### src/pcpm_defines.svh
// Constants for the upper port pin multiplexer: register offsets, reset values, field positions.
// Assumes inclusion by pcpm_pkg and the design modules; definitions only.
`ifndef PCPM_DEFINES_SVH
`define PCPM_DEFINES_SVH

// ****************************************************************
// Register byte offsets on the APB slave
// ****************************************************************
`define PCPM_OFF_PIN_LEVELS  12'h000
`define PCPM_OFF_LATCH       12'h004
`define PCPM_OFF_DIRECTION   12'h008
`define PCPM_OFF_PERIPH_CTRL 12'h00C

// ****************************************************************
// Reset values
// ****************************************************************
`define PCPM_RST_LATCH       8'h00
`define PCPM_RST_DIRECTION   8'hFF
`define PCPM_RST_PERIPH_CTRL 8'h00

// ****************************************************************
// Peripheral control register field positions
// ****************************************************************
`define PCPM_CTL_SPI_EN      0
`define PCPM_CTL_SPI_MASTER  1
`define PCPM_CTL_I2C_EN      2
`define PCPM_CTL_SMBUS       3
`define PCPM_CTL_USART_EN    4
`define PCPM_CTL_USART_SYNC  5
`define PCPM_CTL_USART_MSTR  6
`define PCPM_CTL_USART_TXEN  7

`endif

### src/pcpm_pkg.sv
// Types shared by the upper port pin multiplexer files.
// Assumes pcpm_defines.svh is reachable by bare name.
`include "pcpm_defines.svh"

package pcpm_pkg;

   // ****************************************************************
   // Peripheral mode selection
   // ****************************************************************
   typedef struct packed {
      logic usart_txen;
      logic usart_mstr;
      logic usart_sync;
      logic usart_en;
      logic smbus;
      logic i2c_en;
      logic spi_master;
      logic spi_en;
   } pcpm_ctrl_t;

   // Signals that the serial peripherals offer to the pins.
   typedef struct packed {
      logic spi_clock_out;
      logic spi_data_out;
      logic i2c_clock_out;
      logic i2c_data_out;
      logic usart_tx;
      logic usart_sync_clock_out;
      logic usart_sync_data_out;
   } pcpm_periph_out_t;

   // Signals that the pins deliver to the serial peripherals.
   typedef struct packed {
      logic spi_clock_in;
      logic spi_data_in;
      logic i2c_clock_in;
      logic i2c_data_in;
      logic i2c_smbus_levels;
      logic usart_rx;
      logic usart_sync_clock_in;
      logic usart_sync_data_in;
   } pcpm_periph_in_t;

   typedef enum logic [2:0] {
      PCPM_APB_IDLE   = 3'b001,
      PCPM_APB_SETUP  = 3'b010,
      PCPM_APB_ACCESS = 3'b100
   } pcpm_apb_state_t;

endpackage : pcpm_pkg

### src/pcpm_pin_mux.sv
// Combinational override logic for pins 3 to 7 of the port.
// Assumes registered direction, latch and mode inputs from the top module.
`timescale 1ns/1ps

module pcpm_pin_mux
   import pcpm_pkg::*;
(
   // Configuration
   input  wire pcpm_ctrl_t       ctrl,
   input  wire logic [7:0]       dir,
   input  wire logic [7:0]       lat,
   // Peripheral side
   input  wire pcpm_periph_out_t pout,
   // Pin side
   output logic [7:0]            pin_o,
   output logic [7:0]            pin_oe
);

   always_comb begin
      // Plain port behaviour when no function owns the pin.
      pin_o  = lat;
      pin_oe = ~dir;
      // Clock pin: SPI master or I2C drives, SPI slave reads the clock.
      if (ctrl.i2c_en) begin
         if (!dir[3]) begin
            pin_o[3]  = pout.i2c_clock_out;
            pin_oe[3] = 1'b1;
         end
         // I2C data owns pin 4 even though its direction stays 1.
         pin_o[4]  = pout.i2c_data_out;
         pin_oe[4] = ~pout.i2c_data_out;
      end else if (ctrl.spi_en) begin
         if (!dir[3] && ctrl.spi_master) begin
            pin_o[3] = pout.spi_clock_out;
         end
         if (!dir[5]) begin
            pin_o[5] = pout.spi_data_out;
         end
      end
      // Transmit and synchronous clock override direction.
      if (ctrl.usart_en) begin
         if (!ctrl.usart_sync) begin
            pin_o[6]  = pout.usart_tx;
            pin_oe[6] = 1'b1;
         end else begin
            if (ctrl.usart_mstr) begin
               pin_o[6]  = pout.usart_sync_clock_out;
               pin_oe[6] = 1'b1;
            end
            if (ctrl.usart_txen) begin
               pin_o[7]  = pout.usart_sync_data_out;
               pin_oe[7] = 1'b1;
            end
         end
      end
   end

endmodule : pcpm_pin_mux

### src/pcpm_port_c_upper.sv
// Top of the upper port pin multiplexer: APB registers, pin sampling and peripheral routing.
// Assumes synchronous pin inputs and an APB master on pclk.
//
// How it works
// - Direction 0 drives latch bit onto pin; direction 1 floats the pin.
// - After reset every pin is an input.
// - Direction register reads back stored bits despite peripheral overrides.
// - Latch register reads and writes the latch, not pin levels.
// - SPI slave with direction 1 passes pin 3 clock to serial module.
// - I2C with direction 0 drives module clock on pin 3.
// - I2C clock input buffer type follows I2C or SMBus setting.
// - Pin 4 with direction 1 feeds SPI data in.
// - I2C drives data on pin 4 while direction stays 1.
// - I2C data input buffer type follows I2C or SMBus setting.
// - SPI with direction 0 drives SPI data out on pin 5.
// - Asynchronous transmit drives pin 6 over port data.
// - Synchronous master drives USART clock on pin 6.
// - Synchronous slave takes external clock from pin 6.
// - Pin 7 supplies asynchronous receive data.
// - Synchronous transmit drives data on pin 7.
// - Synchronous receive takes data from pin 7.
// - Don't-care direction is overridden by the active function.
// - Second capture channel uses pin 1 when select set, else second port bit 3.
`timescale 1ns/1ps

module pcpm_port_c_upper
   import pcpm_pkg::*;
(
   // Clock and reset
   input  wire logic              pclk,
   input  wire logic              presetn,
   // APB slave
   input  wire logic              psel,
   input  wire logic              penable,
   input  wire logic              pwrite,
   input  wire logic [11:0]       paddr,
   input  wire logic [31:0]       pwdata,
   input  wire logic [3:0]        pstrb,
   output logic                   pready,
   output logic      [31:0]       prdata,
   output logic                   pslverr,
   // Port pins
   input  wire logic [7:0]        pin_i,
   output logic      [7:0]        pin_o,
   output logic      [7:0]        pin_oe,
   // Serial peripherals
   input  wire pcpm_periph_out_t  periph_out,
   output pcpm_periph_in_t        periph_in,
   // Second capture/compare channel
   input  wire logic              second_capture_pin_select,
   input  wire logic              second_port_bit_3_i,
   input  wire logic              second_capture_compare_out,
   input  wire logic              second_capture_compare_out_en,
   output logic                   second_capture_compare_capture_in,
   output logic                   second_capture_compare_on_port_pin_1,
   output logic                   second_capture_compare_port_b_o,
   output logic                   second_capture_compare_port_b_oe
);

   // ****************************************************************
   // Registers
   // ****************************************************************
   logic [7:0]      lat_reg;
   logic [7:0]      dir_reg;
   pcpm_ctrl_t      ctrl_reg;
   logic [7:0]      pins_reg;
   logic            sel_reg;
   logic [7:0]      mux_o;
   logic [7:0]      mux_oe;
   logic            wr_en;
   logic            rd_en;
   logic            addr_ok;
   logic [31:0]     rd_next;

   function automatic logic [7:0] merge_byte(input logic [7:0] old, input logic [31:0] d, input logic [3:0] s);
      merge_byte = s[0] ? d[7:0] : old;
   endfunction : merge_byte

   // A write lands at the edge at which the master samples pready high, never earlier.
   assign wr_en = psel && penable && pwrite && pready;
   assign rd_en = psel && penable && !pwrite && !pready;

   // ****************************************************************
   // Address decode
   // ****************************************************************
   always_comb begin
      addr_ok = 1'b1;
      rd_next = 32'h0000_0000;
      if (paddr == `PCPM_OFF_PIN_LEVELS) begin
         rd_next[7:0] = pins_reg;
      end else if (paddr == `PCPM_OFF_LATCH) begin
         rd_next[7:0] = lat_reg;
      end else if (paddr == `PCPM_OFF_DIRECTION) begin
         rd_next[7:0] = dir_reg;
      end else if (paddr == `PCPM_OFF_PERIPH_CTRL) begin
         rd_next[7:0] = ctrl_reg;
      end else begin
         addr_ok = 1'b0;
      end
   end

   // ****************************************************************
   // APB handshake: one wait state, answer on the second access cycle
   // ****************************************************************
   always_ff @(posedge pclk or negedge presetn) begin
      if (!presetn) begin
         pready  <= 1'b0;
         pslverr <= 1'b0;
         prdata  <= 32'h0000_0000;
      end else begin
         pready  <= psel && penable && !pready;
         pslverr <= psel && penable && !pready && !addr_ok;
         if (rd_en) begin
            prdata <= addr_ok ? rd_next : 32'h0000_0000;
         end
      end
   end

   // Writes to the pin-level address land in the latch.
   always_ff @(posedge pclk or negedge presetn) begin
      if (!presetn) begin
         lat_reg <= `PCPM_RST_LATCH;
      end else if (wr_en && (paddr == `PCPM_OFF_LATCH || paddr == `PCPM_OFF_PIN_LEVELS)) begin
         lat_reg <= merge_byte(lat_reg, pwdata, pstrb);
      end
   end

   always_ff @(posedge pclk or negedge presetn) begin
      if (!presetn) begin
         dir_reg <= `PCPM_RST_DIRECTION;
      end else if (wr_en && paddr == `PCPM_OFF_DIRECTION) begin
         dir_reg <= merge_byte(dir_reg, pwdata, pstrb);
      end
   end

   always_ff @(posedge pclk or negedge presetn) begin
      if (!presetn) begin
         ctrl_reg <= `PCPM_RST_PERIPH_CTRL;
      end else if (wr_en && paddr == `PCPM_OFF_PERIPH_CTRL) begin
         ctrl_reg <= merge_byte(ctrl_reg, pwdata, pstrb);
      end
   end

   // Configuration bit is resampled on every clock after reset release; reset selects pin 1.
   always_ff @(posedge pclk or negedge presetn) begin
      if (!presetn) begin
         sel_reg <= 1'b1;
      end else begin
         sel_reg <= second_capture_pin_select;
      end
   end

   // ****************************************************************
   // Pin drive and sampling
   // ****************************************************************
   pcpm_pin_mux u_mux (
      .ctrl   (ctrl_reg),
      .dir    (dir_reg),
      .lat    (lat_reg),
      .pout   (periph_out),
      .pin_o  (mux_o),
      .pin_oe (mux_oe)
   );

   always_ff @(posedge pclk or negedge presetn) begin
      if (!presetn) begin
         pin_o    <= 8'h00;
         pin_oe   <= 8'h00;
         pins_reg <= 8'h00;
      end else begin
         pin_o    <= mux_o;
         pin_oe   <= mux_oe;
         pins_reg <= pin_i;
         // Pin 1 carries the compare output when selected.
         if (sel_reg && second_capture_compare_out_en && !dir_reg[1]) begin
            pin_o[1]  <= second_capture_compare_out;
            pin_oe[1] <= 1'b1;
         end
      end
   end

   // ****************************************************************
   // Inputs routed to the peripherals
   // ****************************************************************
   always_ff @(posedge pclk or negedge presetn) begin
      if (!presetn) begin
         periph_in          <= '0;
         second_capture_compare_capture_in    <= 1'b0;
         second_capture_compare_on_port_pin_1 <= 1'b1;
         second_capture_compare_port_b_o      <= 1'b0;
         second_capture_compare_port_b_oe     <= 1'b0;
      end else begin
         periph_in.spi_clock_in        <= dir_reg[3] ? pin_i[3] : 1'b0;
         periph_in.spi_data_in         <= dir_reg[4] ? pin_i[4] : 1'b0;
         periph_in.i2c_clock_in        <= pin_i[3];
         periph_in.i2c_data_in         <= pin_i[4];
         periph_in.i2c_smbus_levels    <= ctrl_reg.i2c_en & ctrl_reg.smbus;
         periph_in.usart_rx            <= dir_reg[7] ? pin_i[7] : 1'b1;
         periph_in.usart_sync_clock_in <= dir_reg[6] ? pin_i[6] : 1'b0;
         periph_in.usart_sync_data_in  <= dir_reg[7] ? pin_i[7] : 1'b0;
         second_capture_compare_on_port_pin_1            <= sel_reg;
         second_capture_compare_capture_in               <= sel_reg ? pin_i[1] : second_port_bit_3_i;
         second_capture_compare_port_b_o                 <= second_capture_compare_out;
         second_capture_compare_port_b_oe                <= !sel_reg && second_capture_compare_out_en;
      end
   end

endmodule : pcpm_port_c_upper

### config.mk
export PLATFORM = sky130hd
export DESIGN_NAME = pcpm_port_c_upper
export DESIGN_NICKNAME = d
export VERILOG_FILES = /design/src/pcpm_pkg.sv /design/src/pcpm_pin_mux.sv /design/src/pcpm_port_c_upper.sv
export VERILOG_INCLUDE_DIRS = /design/src
export SDC_FILE = /design/constraint.sdc
export NUM_CORES = 1
export LEC_CHECK = 0
export BUFFER_PORTS_ARGS = -buffer_cell sky130_fd_sc_hd__buf_4
export CAP_MARGIN = 20
export CORE_ASPECT_RATIO = 0.75
export CORE_MARGIN = 4
export CORE_UTILIZATION = 42
export CTS_CLUSTER_SIZE = 25
export DETAILED_ROUTE_END_ITERATION = 8
export PLACE_DENSITY = 0.79
export SETUP_SLACK_MARGIN = 0.3
export SYNTH_ARGS = -nofsm -noshare
export SYNTH_HDL_FRONTEND = slang
export SYNTH_SLANG_ARGS = --single-unit
### constraint.sdc
create_clock -name pclk -period 1.51 [get_ports pclk]
set_input_delay 0 -clock pclk [delete_from_list [all_inputs] [get_ports pclk]]
set_output_delay 0 -clock pclk [all_outputs]
set_load 0.05 [all_outputs]
==> metrics.cfg <==
[worst_setup_path]
critPathRequiredTime_ns = 1.77
path_max_fanout = 3
critical-path-top-delay-family = simple AND/OR/NAND/NOR gates
r2r_cells = 5
critPathLaunchType = register
end_kind = register
crit_cells = 5
max_stage_delay_ns = 0.36
crit_arrival_ns = 1.78
critPathSlowestCell = dfrtp_2
critPathBufInv = 1
cp_cell_sequence = and3_4 -> nand4_4 -> nor3b_4 -> buf_4 -> mux2_4
timing.reg2reg.setup_slack_ns = -0.005
crit_type = register to register

[clocking]
htree_levels = 3
numCtsBuffers = 9
clk_pin_slew_ns = 0.07
insertion_delay_ns = 0.34
cts_tree = done
cts_max_path_buffers = 2
cts-root-buf = clkbuf_8
clock_sinks = 69

[routing]
ant_nets = 0
dr.pass1.iters = 4
routed_wl_mm = 6.699
viasPerCell = 4.742
routedWlPerCell_um = 15.69
drc = 0
drt_iter0_markers = 56
vias = 2025

[timing]
period_needed_ns = 1.515
min_period_over_period = 1.003
tightest_slew_ns = 0.5441
setup_violations = 2
relSlewSlack = 0.6359
fin_ws_ns = -0.005052
skew_ns = 0.008349
final_hold_viol_count = 0
slew_violations = 0
grt_setup_unrepaired = true
fmax_ghz = 0.6600

[finish]
nets = 410
diodes = 0
area_growth_pct = 42.67
drive_above_1_share = 0.5131

[global_routing]
grtUsageTotal = 0.1647
grt_pass1_vias = 2103
antenna_found_initial = 0
gr-total-overflow = 0
grt_max_degree = 34
grt_pass1_wl_mm = 10.61

[hold_path]
hold_path_depth = 4
hold_class = input pin to register

[logic_synthesis]
seq_area_frac_synth = 0.5955
syn_avg_cell_area_sq_um = 14.11
syn-cell-area_sq_mm = 0.002920
synth_cell_types = 31
ys_ff_latch = 69
synth_cells = 207
yosysWarnings = 0

[floorplan]
num_rows = 26
coreArea_sq_mm = 0.006799
fp.dieH_um = 80.22
chipWidth_um = 104.3
die-area_sq_mm = 0.008365
start_util = 0.4295
io_pins = 134

[status]
status = complete, but fails checks
violations = negative setup slack

[placed_design]
place_congestion = 0.7555
io_buffers = 82
post-dp-hpwl_mm = 4.781
placement.setup.worst_slack_ns = -0.08907

[power_and_ir_drop]
p_leak_nw = 1.976
finalPower_mw = 3.733
p_per_area_mw_per_mm2 = 896.0
ir_drop_mv = 0.5731

[run]
cap_violations = 0

-- synth_stat cells, drive strengths merged --
master	n	share of area
a32oi	1	0.0030
inv	8	0.010
a311oi	1	0.0030
nor4	2	0.015
dfstp	10	0.090
nand2	13	0.017
and2	5	0.011
nand2b	1	0.0021
or3	1	0.0021
o22a	1	0.0030
nor2b	1	0.0021
nand4	9	0.024
a21oi	1	0.0017
buf	27	0.069
clkbuf	4	0.0051
nor3b	1	0.0064
nor2	7	0.011
o21ai	10	0.017
mux2	29	0.12
nor4bb	1	0.0034
mux2i	1	0.0034
nand3	2	0.0034
conb	1	0.0013
dfrtp	59	0.51
mux4	8	0.062
a22o	1	0.0030
and3	2	0.0043
-- layout make-up --
| class | count | area [sq um] |
|---|---|---|
| timing repair buffer | 127 | 1050 |
| multi-input combinational | 123 | 1060 |
| sequential | 69 | 1740 |
| fill | 528 | 2633 |
| clock buffer | 15 | 176.4 |
| inverter | 8 | 30.03 |
| tap | 84 | 105.1 |
| clock inverter | 1 | 5.005 |
-- routing by layer --
| metal | vias up | global-route usage | share of wire |
|---|---|---|---|
| met1 | 1016 | 0.2045 | 0.43 |
| met5 | - | 0 | 0 |
| met2 | 63 | 0.2700 | 0.51 |
| met3 | 4 | 0.06667 | 0.059 |
| met4 | 0 | 0.04250 | 0.0069 |
| li1 | 942 | - | - |
-- worst paths after layout --
kind	start	to
setup / recovery	pready	dir_reg[6]
hold / removal	periph_out[1]	pin_o[6]
setup reg to reg	pready	dir_reg[6]
hold reg to reg	sel_reg	second_capture_compare_on_port_pin_1
max in group asynchronous	presetn	dir_reg[2]
min in group asynchronous	presetn	periph_in[1]
-- cells in the final DEF (no fill, tap or decap), drive strengths merged --
| cell | instances |
|---|---|
| nand2b | 1 |
| inv | 8 |
| clkinv | 1 |
| or3 | 2 |
| nor4bb | 1 |
| o21ai | 10 |
| a22o | 1 |
| mux2 | 29 |
| conb | 24 |
| nor3b | 1 |
| nor4 | 2 |
| a311oi | 1 |
| mux4 | 8 |
| dlygate4sd3 | 27 |
| mux2i | 1 |
| nand2 | 13 |
| and2 | 5 |
| clkbuf | 15 |
| and3 | 2 |
| dfstp | 10 |
| dfrtp | 59 |
| nor2b | 1 |
| a21oi | 1 |
| nand4 | 9 |
| nand3 | 2 |
| buf | 100 |
| a32oi | 1 |
| o22a | 1 |
| nor2 | 7 |
-- worst reg2reg max path, cell delays in order, from the launching register on --
cell and delay, ns:
dfrtp_2 0.36, and3_4 0.19, nand4_4 0.14, nor3b_4 0.27, buf_4 0.18, mux2_4 0.30
-- power breakdown --
part	total, mW	switching [mW]	internal, mW
Combinational	0.490	0.307	0.184
Clock	1.36	0.628	0.731
Sequential	1.88	0.00907	1.87
Total	3.73	0.944	2.79
-- through the flow --
step                      hold WS (ns)    TNS, ns  area (sq um)  instances  utilization
after floorplan                -0.2956     -5.079          3033        230            -
after global placement        -0.04218   -0.01172          3649        379       0.5366
after detailed placement      -0.03386     -1.397          3649        379       0.5366
after CTS                     0.005185   -0.03118          4131        425       0.6077
after global routing           0.03064    -0.7979          4167        427       0.6128
final                          0.02107  -0.005301          4167        427       0.6128
-- repair_timing --
action                                  in CTS  in global routing
hold endpoints to repair                    96                  0
hold buffers                                27                  0
resized for setup                            2                  8
cloned                                       1                  0
endpoints found under the setup margin      32                 33
pin swaps                                    8                  3
setup buffers                                2                  2
-- logic make-up (layout without fill, tap and decap cells) --
logic type,count (synthesis),after routing,share of synthesized area
buf+inv,39,151,0.08397
other cells,1,24,0.001284
flops,69,69,0.5955
mux,38,38,0.1872
compound gates,15,15,0.03085
simple gates,45,46,0.1011
(Power assumes the default switching activity.)
